===== src/hw/mjio_regs.vh =====
`ifndef MJIO_REGS_VH
`define MJIO_REGS_VH
// ----------------------------------------
// register map, byte addresses
// ----------------------------------------
`define MJIO_OFS_CTRL 8'h00
`define MJIO_OFS_AUX_FUNC 8'h04
`define MJIO_OFS_SENSOR_FUNC 8'h08
`define MJIO_OFS_STAT_SEL 8'h0c
`define MJIO_OFS_STATE 8'h10
`define MJIO_OFS_EVENT 8'h14
// ----------------------------------------
// field codes and positions
// ----------------------------------------
`define MJIO_AUX_NONE 2'h0
`define MJIO_AUX_SENSOR 2'h1
`define MJIO_AUX_SYNC 2'h2
`define MJIO_STAT1_LSB 8
`define MJIO_EV_MANUAL 0
`define MJIO_EV_SYNC 1
// ----------------------------------------
// reset values
// ----------------------------------------
`define MJIO_RST_AUX_FUNC 4'h0
`define MJIO_RST_SENSOR_FUNC 4'h0
`define MJIO_RST_STAT_SEL0 5'h00
`define MJIO_RST_STAT_SEL1 5'h08
`define MJIO_PIN_IDLE 10'h3ff
// ----------------------------------------
// bus answers
// ----------------------------------------
`define MJIO_RESP_OKAY 2'h0
`define MJIO_RESP_DECERR 2'h3
// ----------------------------------------
// pin vector bit positions
// ----------------------------------------
`define MJIO_PIN_MAN 0
`define MJIO_PIN_HALT 1
`define MJIO_PIN_CW 2
`define MJIO_PIN_CCW 3
`define MJIO_PIN_SEL_A 4
`define MJIO_PIN_SEL_B 5
`define MJIO_PIN_SEL_C 6
`define MJIO_PIN_SEL_D 7
`define MJIO_PIN_SS0 8
`define MJIO_PIN_SS1 9
`endif


===== src/hw/mjio_sync.v =====
`timescale 1ns/1ns
// ----------------------------------------
// three-stage pin synchroniser
// ----------------------------------------
module mjio_sync #(
   parameter WIDTH = 10,
   parameter [WIDTH-1:0] INIT_VAL = {WIDTH{1'b1}}
) (
   input wire ref_clk,
   input wire reset,
   input wire [WIDTH-1:0] pin_in,
   output wire [WIDTH-1:0] level_out
);
   genvar i;
   generate
      for (i = 0; i < WIDTH; i = i + 1) begin : g_bit
         reg s1_reg;
         reg s2_reg;
         reg s3_reg;
         reg out_reg;
         // stage one is read only by stage two; output moves once two and three agree
         always @(posedge ref_clk) begin
            if (reset) begin
               s1_reg <= INIT_VAL[i];
               s2_reg <= INIT_VAL[i];
               s3_reg <= INIT_VAL[i];
               out_reg <= INIT_VAL[i];
            end else begin
               s1_reg <= pin_in[i];
               s2_reg <= s1_reg;
               s3_reg <= s2_reg;
               if (s2_reg == s3_reg) begin
                  out_reg <= s3_reg;
               end
            end
         end
         assign level_out[i] = out_reg;
      end
   endgenerate
endmodule // mjio_sync


===== src/hw/mjio_status_mux.v =====
`timescale 1ns/1ns
// ----------------------------------------
// status output selector, registered
// ----------------------------------------
module mjio_status_mux (
   input wire ref_clk,
   input wire reset,
   input wire [31:0] axis_status_in,
   input wire [4:0] sel_in,
   output reg status_out
);
   // select is {axis, signal}, so it indexes the flat status vector directly
   always @(posedge ref_clk) begin
      if (reset) begin
         status_out <= 1'b0;
      end else begin
         status_out <= axis_status_in[sel_in];
      end
   end
endmodule // mjio_status_mux


===== src/hw/mjio_top.v =====
// Summary of operation
// RL1: a low manual-select level puts the port into manual jog mode.
// RL2: a high manual-select level returns the port to host-bus control.
// RL3: the manual permit output goes high only once the host has set the permit command.
// RL4: each auxiliary input can be assigned to a sensor or a synchronous-start function.
// RL5: after reset both auxiliary inputs have no function.
// RL6: auxiliary functions are off in manual mode and come back unchanged in bus mode.
// RL7: in manual mode the four select inputs together pick the one axis that jogs.
// RL8: the counter-clockwise jog input drives the selected axis only in manual mode.
// RL9: in manual mode the speed inputs are sensor inputs of the selected axis unless it has the up/down/constant setting, else ignored.
// RL10: in up/down/constant setting the speed inputs command accelerate, decelerate or hold.
// RL11: each status output can show any status signal of any axis.
// RL12: after reset status output 0 shows axis 0 compare status and output 1 that of axis 1.
// RL13: inputs have no filter time constant and no polarity option.
// RL14: the halt input stops pulse output on all axes at once in either mode.
// RL15: every port input passes a synchroniser before it is used.
`timescale 1ns/1ns
`include "mjio_regs.vh"
module mjio_top (
   input wire ref_clk,
   input wire reset,
   input wire [7:0] s_axi_awaddr,
   input wire s_axi_awvalid,
   output wire s_axi_awready,
   input wire [31:0] s_axi_wdata,
   input wire [3:0] s_axi_wstrb,
   input wire s_axi_wvalid,
   output wire s_axi_wready,
   output wire [1:0] s_axi_bresp,
   output wire s_axi_bvalid,
   input wire s_axi_bready,
   input wire [7:0] s_axi_araddr,
   input wire s_axi_arvalid,
   output wire s_axi_arready,
   output wire [31:0] s_axi_rdata,
   output wire [1:0] s_axi_rresp,
   output wire s_axi_rvalid,
   input wire s_axi_rready,
   input wire manual_select_in,
   input wire all_axis_halt_n,
   input wire cw_jog_command_n,
   input wire ccw_jog_command_n,
   input wire aux_input_0,
   input wire aux_input_1,
   input wire axis_sel_c_in,
   input wire axis_sel_d_in,
   input wire speed_command_0_n,
   input wire speed_command_1_n,
   input wire [31:0] axis_status_in,
   output wire manual_mode_out,
   output wire manual_permit_out,
   output wire halt_all_out,
   output wire [3:0] jog_axis_out,
   output wire jog_cw_out,
   output wire jog_ccw_out,
   output wire jog_accel_out,
   output wire jog_decel_out,
   output wire jog_const_out,
   output wire [1:0] axis_sensor_out,
   output wire [1:0] aux_sensor_out,
   output wire sync_start_out,
   output wire status_out_0,
   output wire status_out_1
);
   // ----------------------------------------
   // input synchronisers
   // ----------------------------------------
   wire [9:0] pin_raw, pin_lvl;
   assign pin_raw = {speed_command_1_n, speed_command_0_n, axis_sel_d_in, axis_sel_c_in,
      aux_input_1, aux_input_0, ccw_jog_command_n, cw_jog_command_n, all_axis_halt_n,
      manual_select_in};

   // all pins idle high, so reset leaves the port in bus mode with nothing asserted
   mjio_sync #(.WIDTH(10), .INIT_VAL(`MJIO_PIN_IDLE)) u_sync (
      .ref_clk(ref_clk),
      .reset(reset),
      .pin_in(pin_raw),
      .level_out(pin_lvl)
   ); // RL15

   // ----------------------------------------
   // software registers
   // ----------------------------------------
   reg permit_cmd_reg;
   reg [3:0] aux_func_reg, sensor_func_reg;
   reg [4:0] stat_sel0_reg, stat_sel1_reg;
   reg [1:0] event_reg;

   // ----------------------------------------
   // axi4-lite write channel
   // ----------------------------------------
   reg aw_rdy_reg, w_rdy_reg, aw_have_reg, w_have_reg, bvalid_reg;
   reg [7:0] aw_addr_reg;
   reg [31:0] w_data_reg;
   reg [3:0] w_strb_reg;
   reg [1:0] bresp_reg;
   wire aw_fire, w_fire, wr_commit, aw_have_next, w_have_next, bvalid_next, wr_hit;

   assign aw_fire = s_axi_awvalid & aw_rdy_reg;
   assign w_fire = s_axi_wvalid & w_rdy_reg;
   // commit only from latched copies, so address and data may come in either order
   assign wr_commit = aw_have_reg & w_have_reg & ~bvalid_reg;
   assign aw_have_next = wr_commit ? 1'b0 : (aw_have_reg | aw_fire);
   assign w_have_next = wr_commit ? 1'b0 : (w_have_reg | w_fire);
   assign bvalid_next = wr_commit ? 1'b1 : (bvalid_reg & ~s_axi_bready);

   // address decode for the committed write: aligned words from ctrl up to event
   assign wr_hit = (aw_addr_reg[1:0] == 2'h0) && (aw_addr_reg <= `MJIO_OFS_EVENT);

   // handshake state; ready drops while a write waits for its response
   always @(posedge ref_clk) begin
      if (reset) begin
         aw_rdy_reg <= 1'b0;
         w_rdy_reg <= 1'b0;
         aw_have_reg <= 1'b0;
         w_have_reg <= 1'b0;
         aw_addr_reg <= 8'h00;
         w_data_reg <= 32'h0000_0000;
         w_strb_reg <= 4'h0;
         bvalid_reg <= 1'b0;
         bresp_reg <= `MJIO_RESP_OKAY;
      end else begin
         aw_have_reg <= aw_have_next;
         w_have_reg <= w_have_next;
         aw_rdy_reg <= ~aw_have_next & ~bvalid_next;
         w_rdy_reg <= ~w_have_next & ~bvalid_next;
         bvalid_reg <= bvalid_next;
         if (aw_fire) begin
            aw_addr_reg <= s_axi_awaddr;
         end
         if (w_fire) begin
            w_data_reg <= s_axi_wdata;
            w_strb_reg <= s_axi_wstrb;
         end
         if (wr_commit) begin
            bresp_reg <= wr_hit ? `MJIO_RESP_OKAY : `MJIO_RESP_DECERR;
         end
      end
   end

   // ----------------------------------------
   // axi4-lite read channel
   // ----------------------------------------
   reg ar_rdy_reg, rvalid_reg, rd_hit;
   reg [31:0] rdata_reg, rd_word;
   reg [1:0] rresp_reg;
   wire ar_fire, rvalid_next;
   wire [31:0] state_word;

   assign ar_fire = s_axi_arvalid & ar_rdy_reg;
   assign rvalid_next = ar_fire ? 1'b1 : (rvalid_reg & ~s_axi_rready);

   // read mux; reserved bits read as zero
   always @* begin
      rd_word = 32'h0000_0000;
      rd_hit = 1'b1;
      case (s_axi_araddr)
         `MJIO_OFS_CTRL: rd_word = {31'h0000_0000, permit_cmd_reg};
         `MJIO_OFS_AUX_FUNC: rd_word = {28'h000_0000, aux_func_reg};
         `MJIO_OFS_SENSOR_FUNC: rd_word = {28'h000_0000, sensor_func_reg};
         `MJIO_OFS_STAT_SEL: rd_word = {19'h0_0000, stat_sel1_reg, 3'h0, stat_sel0_reg};
         `MJIO_OFS_STATE: rd_word = state_word;
         `MJIO_OFS_EVENT: rd_word = {30'h0000_0000, event_reg};
         default: rd_hit = 1'b0;
      endcase
   end

   always @(posedge ref_clk) begin
      if (reset) begin
         ar_rdy_reg <= 1'b0;
         rvalid_reg <= 1'b0;
         rdata_reg <= 32'h0000_0000;
         rresp_reg <= `MJIO_RESP_OKAY;
      end else begin
         rvalid_reg <= rvalid_next;
         ar_rdy_reg <= ~rvalid_next;
         if (ar_fire) begin
            rdata_reg <= rd_word;
            rresp_reg <= rd_hit ? `MJIO_RESP_OKAY : `MJIO_RESP_DECERR;
         end
      end
   end

   assign s_axi_awready = aw_rdy_reg;
   assign s_axi_wready = w_rdy_reg;
   assign s_axi_bvalid = bvalid_reg;
   assign s_axi_bresp = bresp_reg;
   assign s_axi_arready = ar_rdy_reg;
   assign s_axi_rvalid = rvalid_reg;
   assign s_axi_rdata = rdata_reg;
   assign s_axi_rresp = rresp_reg;

   // ----------------------------------------
   // mode and pin decode
   // ----------------------------------------
   wire manual_next, halt_next, axis_is_udc, ss0_act, ss1_act;
   wire [3:0] sel_act, axis_next;
   wire [1:0] aux_act;

   // levels are used as they come out of the synchroniser, no filter and no inversion option
   assign manual_next = ~pin_lvl[`MJIO_PIN_MAN]; // RL1 RL2 RL13
   assign halt_next = ~pin_lvl[`MJIO_PIN_HALT]; // RL14
   assign sel_act = ~pin_lvl[`MJIO_PIN_SEL_D:`MJIO_PIN_SEL_A];
   assign ss0_act = ~pin_lvl[`MJIO_PIN_SS0];
   assign ss1_act = ~pin_lvl[`MJIO_PIN_SS1];
   assign aux_act = ~pin_lvl[`MJIO_PIN_SEL_B:`MJIO_PIN_SEL_A];

   // lowest active select wins, so at most one axis ever jogs
   assign axis_next = ~manual_next ? 4'h0 : sel_act[0] ? 4'h1 : sel_act[1] ? 4'h2 :
      sel_act[2] ? 4'h4 : sel_act[3] ? 4'h8 : 4'h0; // RL7

   assign axis_is_udc = |(sensor_func_reg & axis_next);

   // ----------------------------------------
   // manual jog outputs
   // ----------------------------------------
   reg manual_reg, halt_reg, jog_cw_reg, jog_ccw_reg;
   reg jog_accel_reg, jog_decel_reg, jog_const_reg;
   reg [3:0] jog_axis_reg;
   reg [1:0] axis_sensor_reg;
   wire jog_ok;

   // halt overrides jogging at once; no jog without a selected axis
   assign jog_ok = manual_next & (|axis_next) & ~halt_next; // RL14

   always @(posedge ref_clk) begin
      if (reset) begin
         manual_reg <= 1'b0;
         halt_reg <= 1'b0;
         jog_axis_reg <= 4'h0;
         jog_cw_reg <= 1'b0;
         jog_ccw_reg <= 1'b0;
         jog_accel_reg <= 1'b0;
         jog_decel_reg <= 1'b0;
         jog_const_reg <= 1'b0;
         axis_sensor_reg <= 2'h0;
      end else begin
         manual_reg <= manual_next; // RL1 RL2
         halt_reg <= halt_next; // RL14
         jog_axis_reg <= halt_next ? 4'h0 : axis_next; // RL7 RL14
         jog_cw_reg <= jog_ok & ~pin_lvl[`MJIO_PIN_CW];
         jog_ccw_reg <= jog_ok & ~pin_lvl[`MJIO_PIN_CCW]; // RL8
         // speed inputs mean nothing in bus mode
         jog_accel_reg <= jog_ok & axis_is_udc & ss0_act & ~ss1_act; // RL10
         jog_decel_reg <= jog_ok & axis_is_udc & ss1_act & ~ss0_act; // RL10
         jog_const_reg <= jog_ok & axis_is_udc & ~(ss0_act ^ ss1_act); // RL10
         axis_sensor_reg <= (manual_next & ~axis_is_udc & (|axis_next)) ?
            {ss1_act, ss0_act} : 2'h0; // RL9
      end
   end

   // ----------------------------------------
   // auxiliary input functions
   // ----------------------------------------
   reg [1:0] aux_sensor_reg, aux_prev_reg;
   reg sync_start_reg;
   wire [1:0] aux_is_sensor, aux_is_sync, aux_edge;
   wire sync_event;

   // functions stay stored through manual mode and act again on return
   assign aux_is_sensor = {aux_func_reg[3:2] == `MJIO_AUX_SENSOR,
      aux_func_reg[1:0] == `MJIO_AUX_SENSOR}; // RL4
   assign aux_is_sync = {aux_func_reg[3:2] == `MJIO_AUX_SYNC,
      aux_func_reg[1:0] == `MJIO_AUX_SYNC}; // RL4
   assign aux_edge = aux_act & ~aux_prev_reg;
   assign sync_event = ~manual_next & (|(aux_edge & aux_is_sync)); // RL6

   always @(posedge ref_clk) begin
      if (reset) begin
         aux_sensor_reg <= 2'h0;
         aux_prev_reg <= 2'h0;
         sync_start_reg <= 1'b0;
      end else begin
         // the previous level is tracked always, so leaving manual mode fires no stale edge
         aux_prev_reg <= aux_act;
         aux_sensor_reg <= manual_next ? 2'h0 : (aux_act & aux_is_sensor); // RL6
         sync_start_reg <= sync_event;
      end
   end

   // ----------------------------------------
   // register writes and sticky events
   // ----------------------------------------
   wire wr_en;
   wire [1:0] ev_set, ev_clr;
   assign wr_en = wr_commit & w_strb_reg[0];
   assign ev_set = {sync_event, manual_next & ~manual_reg};
   assign ev_clr = (wr_en && aw_addr_reg == `MJIO_OFS_EVENT) ? w_data_reg[1:0] : 2'h0;

   always @(posedge ref_clk) begin
      if (reset) begin
         permit_cmd_reg <= 1'b0; // RL3
         aux_func_reg <= `MJIO_RST_AUX_FUNC; // RL5
         sensor_func_reg <= `MJIO_RST_SENSOR_FUNC;
         stat_sel0_reg <= `MJIO_RST_STAT_SEL0; // RL12
         stat_sel1_reg <= `MJIO_RST_STAT_SEL1; // RL12
         event_reg <= 2'h0;
      end else begin
         // a set in the same cycle as the clear wins
         event_reg <= (event_reg & ~ev_clr) | ev_set;
         if (wr_en && aw_addr_reg == `MJIO_OFS_CTRL) begin
            permit_cmd_reg <= w_data_reg[0]; // RL3
         end
         if (wr_en && aw_addr_reg == `MJIO_OFS_AUX_FUNC) begin
            aux_func_reg <= w_data_reg[3:0]; // RL4
         end
         if (wr_en && aw_addr_reg == `MJIO_OFS_SENSOR_FUNC) begin
            sensor_func_reg <= w_data_reg[3:0]; // RL10
         end
         if (wr_en && aw_addr_reg == `MJIO_OFS_STAT_SEL) begin
            stat_sel0_reg <= w_data_reg[4:0]; // RL11
         end
         if (wr_commit && w_strb_reg[1] && aw_addr_reg == `MJIO_OFS_STAT_SEL) begin
            stat_sel1_reg <= w_data_reg[`MJIO_STAT1_LSB+4:`MJIO_STAT1_LSB]; // RL11
         end
      end
   end

   // ----------------------------------------
   // status outputs and permit
   // ----------------------------------------
   reg permit_out_reg;
   always @(posedge ref_clk) begin
      if (reset) begin
         permit_out_reg <= 1'b0;
      end else begin
         permit_out_reg <= permit_cmd_reg; // RL3
      end
   end

   mjio_status_mux u_stat0 (
      .ref_clk(ref_clk),
      .reset(reset),
      .axis_status_in(axis_status_in),
      .sel_in(stat_sel0_reg),
      .status_out(status_out_0)
   ); // RL11

   mjio_status_mux u_stat1 (
      .ref_clk(ref_clk),
      .reset(reset),
      .axis_status_in(axis_status_in),
      .sel_in(stat_sel1_reg),
      .status_out(status_out_1)
   ); // RL11

   // live state for software, read-only
   assign state_word = {18'h0_0000, aux_act, ss1_act, ss0_act, jog_ccw_reg, jog_cw_reg,
      jog_axis_reg, 1'b0, halt_reg, permit_out_reg, manual_reg};

   assign manual_mode_out = manual_reg;
   assign manual_permit_out = permit_out_reg;
   assign halt_all_out = halt_reg;
   assign jog_axis_out = jog_axis_reg;
   assign jog_cw_out = jog_cw_reg;
   assign jog_ccw_out = jog_ccw_reg;
   assign jog_accel_out = jog_accel_reg;
   assign jog_decel_out = jog_decel_reg;
   assign jog_const_out = jog_const_reg;
   assign axis_sensor_out = axis_sensor_reg;
   assign aux_sensor_out = aux_sensor_reg;
   assign sync_start_out = sync_start_reg;
endmodule // mjio_top


===== config.mk =====
export PLATFORM = sky130hd
export DESIGN_NAME = mjio_top
export DESIGN_NICKNAME = d
export VERILOG_FILES = /design/src/hw/mjio_sync.v /design/src/hw/mjio_status_mux.v /design/src/hw/mjio_top.v
export VERILOG_INCLUDE_DIRS = /design/src /design/src/hw
export SDC_FILE = /design/constraint.sdc
export NUM_CORES = 1
export LEC_CHECK = 0
export ABC_AREA = 1
export BUFFER_PORTS_ARGS = -buffer_cell sky130_fd_sc_hd__buf_2
export CORE_MARGIN = 2
export CORE_UTILIZATION = 53
export CTS_BUF_LIST = sky130_fd_sc_hd__clkbuf_4 sky130_fd_sc_hd__clkbuf_8
export CTS_CLUSTER_DIAMETER = 100
export DETAILED_ROUTE_END_ITERATION = 10
export PLACE_DENSITY = 0.82
export REMOVE_ABC_BUFFERS = 1
export SETUP_SLACK_MARGIN = 0.15
export SLEW_MARGIN = 20
export SYNTH_ARGS = -nofsm -noshare
export SYNTH_HDL_FRONTEND = slang
export SYNTH_SLANG_ARGS = --single-unit

===== constraint.sdc =====
create_clock -name ref_clk -period 1.4 [get_ports ref_clk]
set_input_delay 0.21 -clock ref_clk [delete_from_list [all_inputs] [get_ports ref_clk]]
set_output_delay 0.21 -clock ref_clk [all_outputs]
set_load 0.02 [all_outputs]

==> flow_summary.toml, run 1 <==
[sta]
fin_crit_ps = 1330
drv_slew = 0
worst_slack_ps = 70.22
fmax_mhz = 752.0
fin_setup_tns_ps = 0
min_period_over_period = 0.9498
setup_viol = 0
rsz0062_at_grt = "yes"
hold_viol_final = 0
skew_ps = 8.730
hold_slack_ps = 23.61

[pwr]
clkPwrFrac = 0.405
p_sw_mw = 1.957
swShare = 0.2622
power.total_mw = 7.466
irDropWorstVdd_v = 0.0007215
leakagePower_nw = 3.126
pwr-share-comb = 0.097
pwr-share-seq = 0.499
p_int_mw = 5.509
power_per_cell_area_nw_per_um2 = 1075

[layout]
num-fill-cells = 762
seq_area_um2 = 2530
utilization = 0.7043
num_antenna_cells = 0
layout-drive-gt1-share = 0.3537
design_area_um2 = 6948
area_growth_pct = 28.33
largest_register_ffs = 14
multi_input_area_um2 = 2628
nets = 956
fin_cells = 1001

[floorplanning]
die_y_um = 105.1
rows = 36
fp.dieArea_um2 = 11040
start_util = 0.5488
core-area_um2 = 9864
fp.dieW_um = 105.1
io_pins = 161

[routing]
drt_wl_total_um = 14550
vias = 5211
wl_per_cell_um = 14.54
drtIter0Drc = 369
drt-pass1-iter-count = 5
via_per_inst = 5.206
drc = 0
ant_nets = 0

[outcome]
status = "complete, no violations"

[critical_path]
cp.arrival_ps = 1670
crit_buf_inv = 1
critPathSlowestCell = "dfxtp_4"
cpMostUsedCell = "a21oi_1"
cp-start-kind = "flop"
endpoint_kind = "flop"
crit_chain = "clkinvlp_4 -> a21oi_1 -> o21ai_0 -> nand3_1 -> a21oi_1 -> nor2_1 -> nor2_2"
crit_family = "flip-flops"
cp_num_cells = 7
path_class = "flop to flop"
cp.required_ps = 1740
worstPathMaxFanout = 8
cp_slowest_stage_delay_ps = 380
reg2reg_depth = 7

[global_route]
grt_max_degree = 51
use_met3 = 0.07798
gr-usage-met2 = 0.4174
grt_pass1_wl_um = 22690
grt.busiest_layer = "met2"
antenna_found_initial = 0
grt-ovfl-total = 0
grt_pass1_vias = 4808
use_met1 = 0.3262
grt_use_total = 0.2576

[synth]
synth_top_cell_area_share = 0.4622
synthTopCellsByArea = "dfxtp_1, nand2_1, nand3_1"
synth_edf_count = 0
synth_seq_cells = 125
syn_area_um2 = 5414
synth.avg_cell_area_um2 = 7.658
yosys-top-cells-count = "nand2_1, dfxtp_1, nor2_1"
synth.most_common_cell = "nand2_1"
synth_flop_cell = "dfxtp_1"
synthArstFlopShare = 0
synth_top_area_cell = "dfxtp_1"
yosysWarnings = 0
synthCells = 707
synth_seq_area_share = 0.4622
synth_cell_types = 40

[clock_tree]
clk_pin_slew_ps = 70
cts.root.buffer_cell = "clkbuf_8"
cts_sinks = 125
clockBufferDepth = 2
cts_tree = "yes"
cts_buffers = 17
cts_max_level = 4
clk-insertion-delay-late_ps = 450

[placement]
hpwl_um = 10020
gp_congestion = 0.9626
place_ws_ps = 30.76
dp_cells = 946
numPortBuffers = 118
placed_cell_area_um2 = 6103

[hold_path]
hold_class = "primary input to flop"
holdPathStages = 3

[job]
maxCapViolCount = 0
logic make-up (layout without fill, tap and decap cells):
family | Yosys count | in the layout | synth area share
flops | 125 | 125 | 0.4622
other cells | 1 | 18 | 0.0006927
buf+inv | 108 | 251 | 0.09891
simple gates | 343 | 344 | 0.2997
fa+ha+maj | 2 | 2 | 0.003698
compound gates | 128 | 128 | 0.1347
per-layer routing:
layer,up-vias,part of all wire
li1,2564,-
met1,2379,0.43
met2,243,0.47
met3,25,0.082
met4,0,0.015
met5,-,0
path summary, 6_finish.rpt:
kind	startpoint	endpoint	slack [ps]
setup / recovery	stat_sel0_reg[1]$_SDFFE_PP0P_	u_stat0.status_out$_SDFF_PP0_	70
hold / removal	s_axi_awaddr[0]	aw_addr_reg[0]$_SDFFE_PP0P_	20
setup reg to reg	stat_sel0_reg[1]$_SDFFE_PP0P_	u_stat0.status_out$_SDFF_PP0_	70
hold reg to reg	u_sync.g_bit[7].s1_reg$_SDFF_PP1_	u_sync.g_bit[7].s2_reg$_SDFF_PP1_	410
layout make-up:
cell class	instances	area share
Clock buffer	21	0.04070
Sequential cell	125	0.3641
Tap cell	133	0.02395
Clock inverter	11	0.01567
Inverter	61	0.03566
Multi-Input combinational cell	492	0.3782
Timing Repair Buffer	158	0.1417
layout by cell type, fill, tap and decap left out, types with 6 or more instances in the layout:
master,n
dfxtp_2,7
dlygate4sd3_1,10
buf_2,118
o21ai_1,16
nand3_1,57
o21ai_0,41
nor2_1,62
dfxtp_1,113
nor3_1,7
buf_4,21
nand2_2,7
a211oi_2,8
inv_1,44
a21oi_1,45
or2_2,31
o21ai_2,6
nor2_4,7
nor2_2,12
conb_1,18
inv_2,12
nand2_1,135
clkbuf_8,20
power groups by stage:
| stage | combinational [mW] | clock [mW] | sequential [mW] |
|---|---|---|---|
| CTS | 0.679 | 3.06 | 3.73 |
| global route | 0.794 | 3.22 | 3.74 |
| finish | 0.722 | 3.02 | 3.72 |
| global placement | 0.629 | 0 | 3.80 |
| detailed placement | 0.646 | 0 | 3.80 |
| floorplan | 0.328 | 0 | 3.83 |
worst reg2reg max path: stages, from the launching register on:
cell and delay (ps):
dfxtp_4 380, clkinvlp_4 230, a21oi_1 170, o21ai_0 100
nand3_1 80, a21oi_1 60, nor2_1 140, nor2_2 70
repair_timing:
item,4_1_cts,5_1_grt
setup buffers,3,9
gates cloned,0,1
gates resized for setup,20,63
endpoints found under the setup margin,23,29
pin swaps,6,18
hold endpoints to repair,10,0
hold buffers,10,0
No activity file was read; power rests on OpenSTA's default activity.
==> inputs of run 2 (changes only) <==
--- a/config.mk
+++ b/config.mk
@@ -8,12 +8,14 @@
 export LEC_CHECK = 0
 export ABC_AREA = 1
 export BUFFER_PORTS_ARGS = -buffer_cell sky130_fd_sc_hd__buf_2
+export CELL_PAD_IN_SITES_DETAIL_PLACEMENT = 1
+export CELL_PAD_IN_SITES_GLOBAL_PLACEMENT = 2
 export CORE_MARGIN = 2
-export CORE_UTILIZATION = 53
+export CORE_UTILIZATION = 29
 export CTS_BUF_LIST = sky130_fd_sc_hd__clkbuf_4 sky130_fd_sc_hd__clkbuf_8
 export CTS_CLUSTER_DIAMETER = 100
 export DETAILED_ROUTE_END_ITERATION = 10
-export PLACE_DENSITY = 0.82
+export PLACE_DENSITY = 0.81
 export REMOVE_ABC_BUFFERS = 1
 export SETUP_SLACK_MARGIN = 0.15
 export SLEW_MARGIN = 20
==> run 2 against run 1 <==
Sequential share of layout area fell by 1.2 points. Maximum frequency rose by 6.5%. Routed wire length up 11%. Utilization fell by 31 points. Non-clock buffer count up 14. Cell count is 11% higher.
==> flow_summary.toml, run 2 (same netlist as run 1, synthesis figures left out) <==
[floorplanning]
start_util = 0.2983
rows = 49
core-area_um2 = 18150
fp.dieW_um = 140.6
fp.dieArea_um2 = 19780
die_y_um = 140.6
io_pins = 161

[layout]
area_growth_pct = 32.77
num-fill-cells = 2280
final_cell_mix = "nand2_1, buf_2, dfxtp_1"
num_antenna_cells = 0
largest_register_ffs = 14
nets = 970
layout-drive-gt1-share = 0.3447
layout_commonest_cell = "nand2_1"
utilization = 0.3961

[global_route]
grt_use_total = 0.1652
grt_max_degree = 45
antenna_found_initial = 0
grt_pass1_vias = 5147
grt-ovfl-total = 0
grt_pass1_wl_um = 25780

[sta]
fin_crit_ps = 1249
drv_slew = 0
min_period_over_period = 0.8918
setup_viol = 0
rsz0062_at_grt = "yes"
hold_viol_final = 0
fin_setup_tns_ps = 0
hold_slack_ps = 38.80
fmax_mhz = 800.9
skew_ps = 10.03

[routing]
drt_wl_total_um = 16130
wl_met2_um = 7606
via_per_inst = 4.595
drt-pass1-iter-count = 4
wl_per_cell_um = 14.52
wl_met1_um = 7435
drtIter0Drc = 173
ant_nets = 0
vias = 5105
met3_length_um = 757
highest_layer = "met4"
drc = 0

[critical_path]
crit_chain = "inv_2 -> nand3_4 -> nor2_4 -> nand4_4 -> nor2_8 -> o21ai_1 -> a21oi_2"
reg2reg_from = "s_axi_bvalid$_SDFF_PP0_"
rr_endpoint = "stat_sel0_reg[2]$_SDFFE_PP0P_"
endpoint = "stat_sel0_reg[2]$_SDFFE_PP0P_"
r2r_slack_ps = 150
cp_num_cells = 7
cp-start-kind = "flop"
reg2reg_depth = 7
crit_start = "s_axi_bvalid$_SDFF_PP0_"
cp_slowest_stage_delay_ps = 320
critPathSlowestCell = "dfxtp_2"
cp.required_ps = 1780
crit_buf_inv = 1
cp.arrival_ps = 1630
crit_family = "simple AND/OR/NAND/NOR gates"
endpoint_kind = "flop"
worstPathMaxFanout = 5
path_class = "flop to flop"

[clock_tree]
clk-insertion-delay-late_ps = 440
cts_sinks = 125
cts_buffers = 17
cts_max_level = 4
clockBufferDepth = 2
cts.root.buffer_cell = "clkbuf_8"
cts_tree = "yes"
clk_pin_slew_ps = 70

[hold_path]
hold_class = "primary input to flop"

[placement]
gp_congestion = 0.7783
numPortBuffers = 118
hpwl_um = 11860

[job]
maxCapViolCount = 0

[pwr]
leakagePower_nw = 3.178
power_per_cell_area_nw_per_um2 = 1040
irDropWorstVdd_v = 0.0006174

[outcome]
status = "complete, no violations"
[run 2: cell types whose count changed in the layout (fill, tap and decap cells not counted), moves of 4 or more]
cell           before  now
dlygate4sd3_1      10   18
nor2_1             62   69
nor2_2             12    5
buf_4              21   29
inv_2              12    8
[run 2: tightest hold or removal path, delay by kind of cell]
kind	cells	cell delay, ps
simple gates	1	80
buf+inv	1	70
compound gates	1	80
[run 2: per-layer routing]
layer | track usage | up-vias
met1 | 0.2071 | 2362
met2 | 0.2750 | 126
met5 | 0 | -
met3 | 0.03499 | 19
met4 | 0.07211 | 0
li1 | - | 2598
[run 2: where the power goes]
part / switching [mW] / internal, mW / total, mW / leakage (nW)
sequential: 0.0691 / 3.66 / 3.73 / 1.02
clock: 1.47 / 1.52 / 3.00 / 0.193
combinational: 0.450 / 0.299 / 0.749 / 1.96
total: 1.99 / 5.48 / 7.47 / 3.18
[run 2: what timing repair did]
item,in CTS,in global routing
setup endpoints to repair,22,30
resized for setup,24,55
endpoints found under the hold margin,18,0
pin swaps,7,21
hold buffers,18,0
buffers inserted,3,6
gates cloned,1,2
[run 2: final cells by class]
| cell class | instances | area (um^2) | share of cell area |
|---|---|---|---|
| tap | 229 | 286.5 | 0.03986 |
| multi-input combinational | 492 | 2606 | 0.3626 |
| clock buffer | 20 | 269.0 | 0.03742 |
| timing repair buffer | 172 | 1135 | 0.1579 |
| sequential | 125 | 2530 | 0.3520 |
| clock inverter | 12 | 112.6 | 0.01567 |
| inverter | 61 | 249.0 | 0.03464 |
[run 2: per-stage QoR]
step	area, um^2	total power, mW	setup slack [ps]	instances
final	7188	7.475	151.4	1111
after CTS	6949	7.589	94.99	1103
after global routing	7188	7.877	35.88	1111
after global placement	6289	4.478	71.60	1049
after floorplan	5174	4.158	25.13	677
after detailed placement	6289	4.488	27.53	1049
[run 2: how the worst min path moves through the flow]
stage	cells past startpoint	end	from
detailed placement	1	u_sync.g_bit[5].s2_reg$_SDFF_PP1_	u_sync.g_bit[5].s1_reg$_SDFF_PP1_
global placement	1	u_sync.g_bit[1].s2_reg$_SDFF_PP1_	u_sync.g_bit[1].s1_reg$_SDFF_PP1_
global route	3	w_data_reg[12]$_SDFFE_PP0P_	s_axi_wdata[12]
floorplan	1	aux_prev_reg[0]$_SDFF_PP0_	reset
CTS	3	w_data_reg[12]$_SDFFE_PP0P_	s_axi_wdata[12]
finish	3	w_data_reg[12]$_SDFFE_PP0P_	s_axi_wdata[12]
==> inputs of run 3 (changes only) <==
--- a/config.mk
+++ b/config.mk
@@ -9,13 +9,13 @@
 export ABC_AREA = 1
 export BUFFER_PORTS_ARGS = -buffer_cell sky130_fd_sc_hd__buf_2
 export CELL_PAD_IN_SITES_DETAIL_PLACEMENT = 1
-export CELL_PAD_IN_SITES_GLOBAL_PLACEMENT = 2
+export CELL_PAD_IN_SITES_GLOBAL_PLACEMENT = 1
 export CORE_MARGIN = 2
-export CORE_UTILIZATION = 29
+export CORE_UTILIZATION = 38
 export CTS_BUF_LIST = sky130_fd_sc_hd__clkbuf_4 sky130_fd_sc_hd__clkbuf_8
 export CTS_CLUSTER_DIAMETER = 100
 export DETAILED_ROUTE_END_ITERATION = 10
-export PLACE_DENSITY = 0.81
+export PLACE_DENSITY = 0.82
 export REMOVE_ABC_BUFFERS = 1
 export SETUP_SLACK_MARGIN = 0.15
 export SLEW_MARGIN = 20
==> run 3 against run 2 <==
Largest power group unchanged. Sequential share of layout area up 0.40 points. Clock-buffer cell count down 2. Via count up 2.0%. Largest cell class unchanged. Total power up 9.5%. Non-clock buffer count down 9. Flip-flop and latch count unchanged. Die area down 23%. First-iteration DRC count up 90%. Combinational power up 0.7%. Final area down 1.1%.
==> flow_summary.toml, run 3 (same netlist as run 1, synthesis figures left out) <==
[job]
maxCapViolCount = 0

[critical_path]
reg2reg_from = "s_axi_bvalid$_SDFF_PP0_"
worstPathMaxFanout = 5
path_class = "flop to flop"
rr_endpoint = "stat_sel0_reg[4]$_SDFFE_PP0P_"
r2r_slack_ps = 90
cp.required_ps = 1780
reg2reg_depth = 7
cp.arrival_ps = 1690
cp-start-kind = "flop"
endpoint_kind = "flop"

[floorplanning]
start_util = 0.3900
die_y_um = 123.4
rows = 43
core-area_um2 = 13880
fp.dieW_um = 123.4
io_pins = 161
fp.dieArea_um2 = 15220

[routing]
wl_per_cell_um = 16.28
drt_wl_total_um = 17130
vias = 5209
drt-pass1-iter-count = 4
ant_nets = 0
via_per_inst = 4.952
drc = 0
drtIter0Drc = 328

[layout]
final_cell_mix = "nand2_1, dfxtp_1, buf_2"
area_growth_pct = 31.29
layout_commonest_cell = "nand2_1"
layout-drive-gt1-share = 0.3498
largest_register_ffs = 14
fin_cells = 1052
num_antenna_cells = 0
nets = 961
utilization = 0.5121

[hold_path]
whs_endpoint = "aw_addr_reg[0]$_SDFFE_PP0P_"
holdPathStages = 3
hold_start = "s_axi_awaddr[0]"
hold_class = "primary input to flop"

[pwr]
clkPwrFrac = 0.452
swShare = 0.2520
power_per_cell_area_nw_per_um2 = 1152
p_sw_mw = 2.063
pwr-share-comb = 0.092
irDropWorstVdd_v = 0.0006969
p_int_mw = 6.122
leakagePower_nw = 3.160
pwr-share-seq = 0.456

[sta]
rsz0062_at_grt = "yes"
fin_crit_ps = 1312
min_period_over_period = 0.9374
hold_viol_final = 0
drv_slew = 0
fin_setup_tns_ps = 0
fmax_mhz = 762.0
setup_viol = 0
skew_ps = 15.06

[clock_tree]
clockBufferDepth = 2
cts_tree = "yes"
cts.root.buffer_cell = "clkbuf_8"
cts_buffers = 17
cts_sinks = 125
clk-insertion-delay-late_ps = 450
cts_max_level = 4
clk_pin_slew_ps = 80

[placement]
gp_congestion = 0.8449
hpwl_um = 11380
numPortBuffers = 118
dp_cells = 997

[outcome]
status = "complete, no violations"

[global_route]
grt_max_degree = 30
antenna_found_initial = 0
grt_pass1_vias = 5117
grt-ovfl-total = 0
grt_pass1_wl_um = 25760
grt_use_total = 0.2204
-- run 3: changes by cell type in the layout (fill, tap and decap cells not counted), sizes merged --
cell,change
buf,-6
bufinv,+4
clkbuf,-3
clkinvlp,-2
dlygate4sd3,-2
clkinv,-1
-- run 3: worst max-delay path by stage --
stage	end	slack (ps)	start	cells past startpoint
3_3_place_gp	s_axi_rdata[2]$_SDFFE_PP0P_	90	s_axi_araddr[5]	8
4_1_cts	stat_sel0_reg[0]$_SDFFE_PP0P_	100	s_axi_bvalid$_SDFF_PP0_	7
2_1_floorplan	u_stat0.status_out$_SDFF_PP0_	30	stat_sel0_reg[0]$_SDFFE_PP0P_	9
3_5_place_dp	s_axi_rdata[11]$_SDFFE_PP0P_	40	s_axi_araddr[5]	8
5_1_grt	stat_sel0_reg[3]$_SDFFE_PP0P_	7	s_axi_bvalid$_SDFF_PP0_	7
6_report	stat_sel0_reg[4]$_SDFFE_PP0P_	90	s_axi_bvalid$_SDFF_PP0_	7
-- run 3: power groups by stage --
stage | combinational [mW] | sequential [mW] | clock (mW)
6_report | 0.754 | 3.73 | 3.70
5_1_grt | 0.832 | 3.75 | 3.92
4_1_cts | 0.720 | 3.73 | 3.72
3_5_place_dp | 0.665 | 3.81 | 0
3_3_place_gp | 0.647 | 3.80 | 0
2_1_floorplan | 0.328 | 3.83 | 0
-- run 3: layout make-up --
| type | count | area (um^2) |
|---|---|---|
| repair buffers | 163 | 1010 |
| inverters | 61 | 241.5 |
| flip-flops and latches | 125 | 2530 |
| clock inverters | 13 | 212.7 |
| fillers | 1747 | 6773 |
| clock buffers | 18 | 247.7 |
| well taps | 180 | 225.2 |
| multi-input cells | 492 | 2641 |
-- run 3: routing by layer --
metal | GRT usage | up-vias | routed length [um]
met5 | 0 | - | 0
met4 | 0.07386 | 0 | 291
met3 | 0.05028 | 30 | 1014
met2 | 0.3747 | 164 | 8498
met1 | 0.2745 | 2450 | 7321
li1 | - | 2565 | -
-- run 3: stage by stage --
step | power, mW | setup WS [ps] | area (um^2) | hold WS, ps
finish | 8.185 | 87.63 | 7108 | 27.30
global route | 8.501 | 6.557 | 7108 | 24.74
CTS | 8.166 | 101.3 | 6922 | 4.366
detailed placement | 4.473 | 44.47 | 6167 | 395.7
global placement | 4.450 | 93.35 | 6167 | 390.8
floorplan | 4.158 | 25.13 | 5174 | 276.7
-- run 3: worst max-delay path, cell delays in order, from the launching register on --
cell and delay, ps:
dfxtp_2 330, inv_2 70, nand3_4 90, nor2_4 170, nand4_4 190, nor2_8 180
o21ai_1 90, nor2_1 120
-- run 3: what timing repair did --
action,4_1_cts,5_1_grt
pin swaps,10,18
resized for setup,39,52
buffers inserted,3,3
gates cloned,1,1
endpoints found under the setup margin,30,35
endpoints found under the hold margin,16,0
hold buffers,16,0
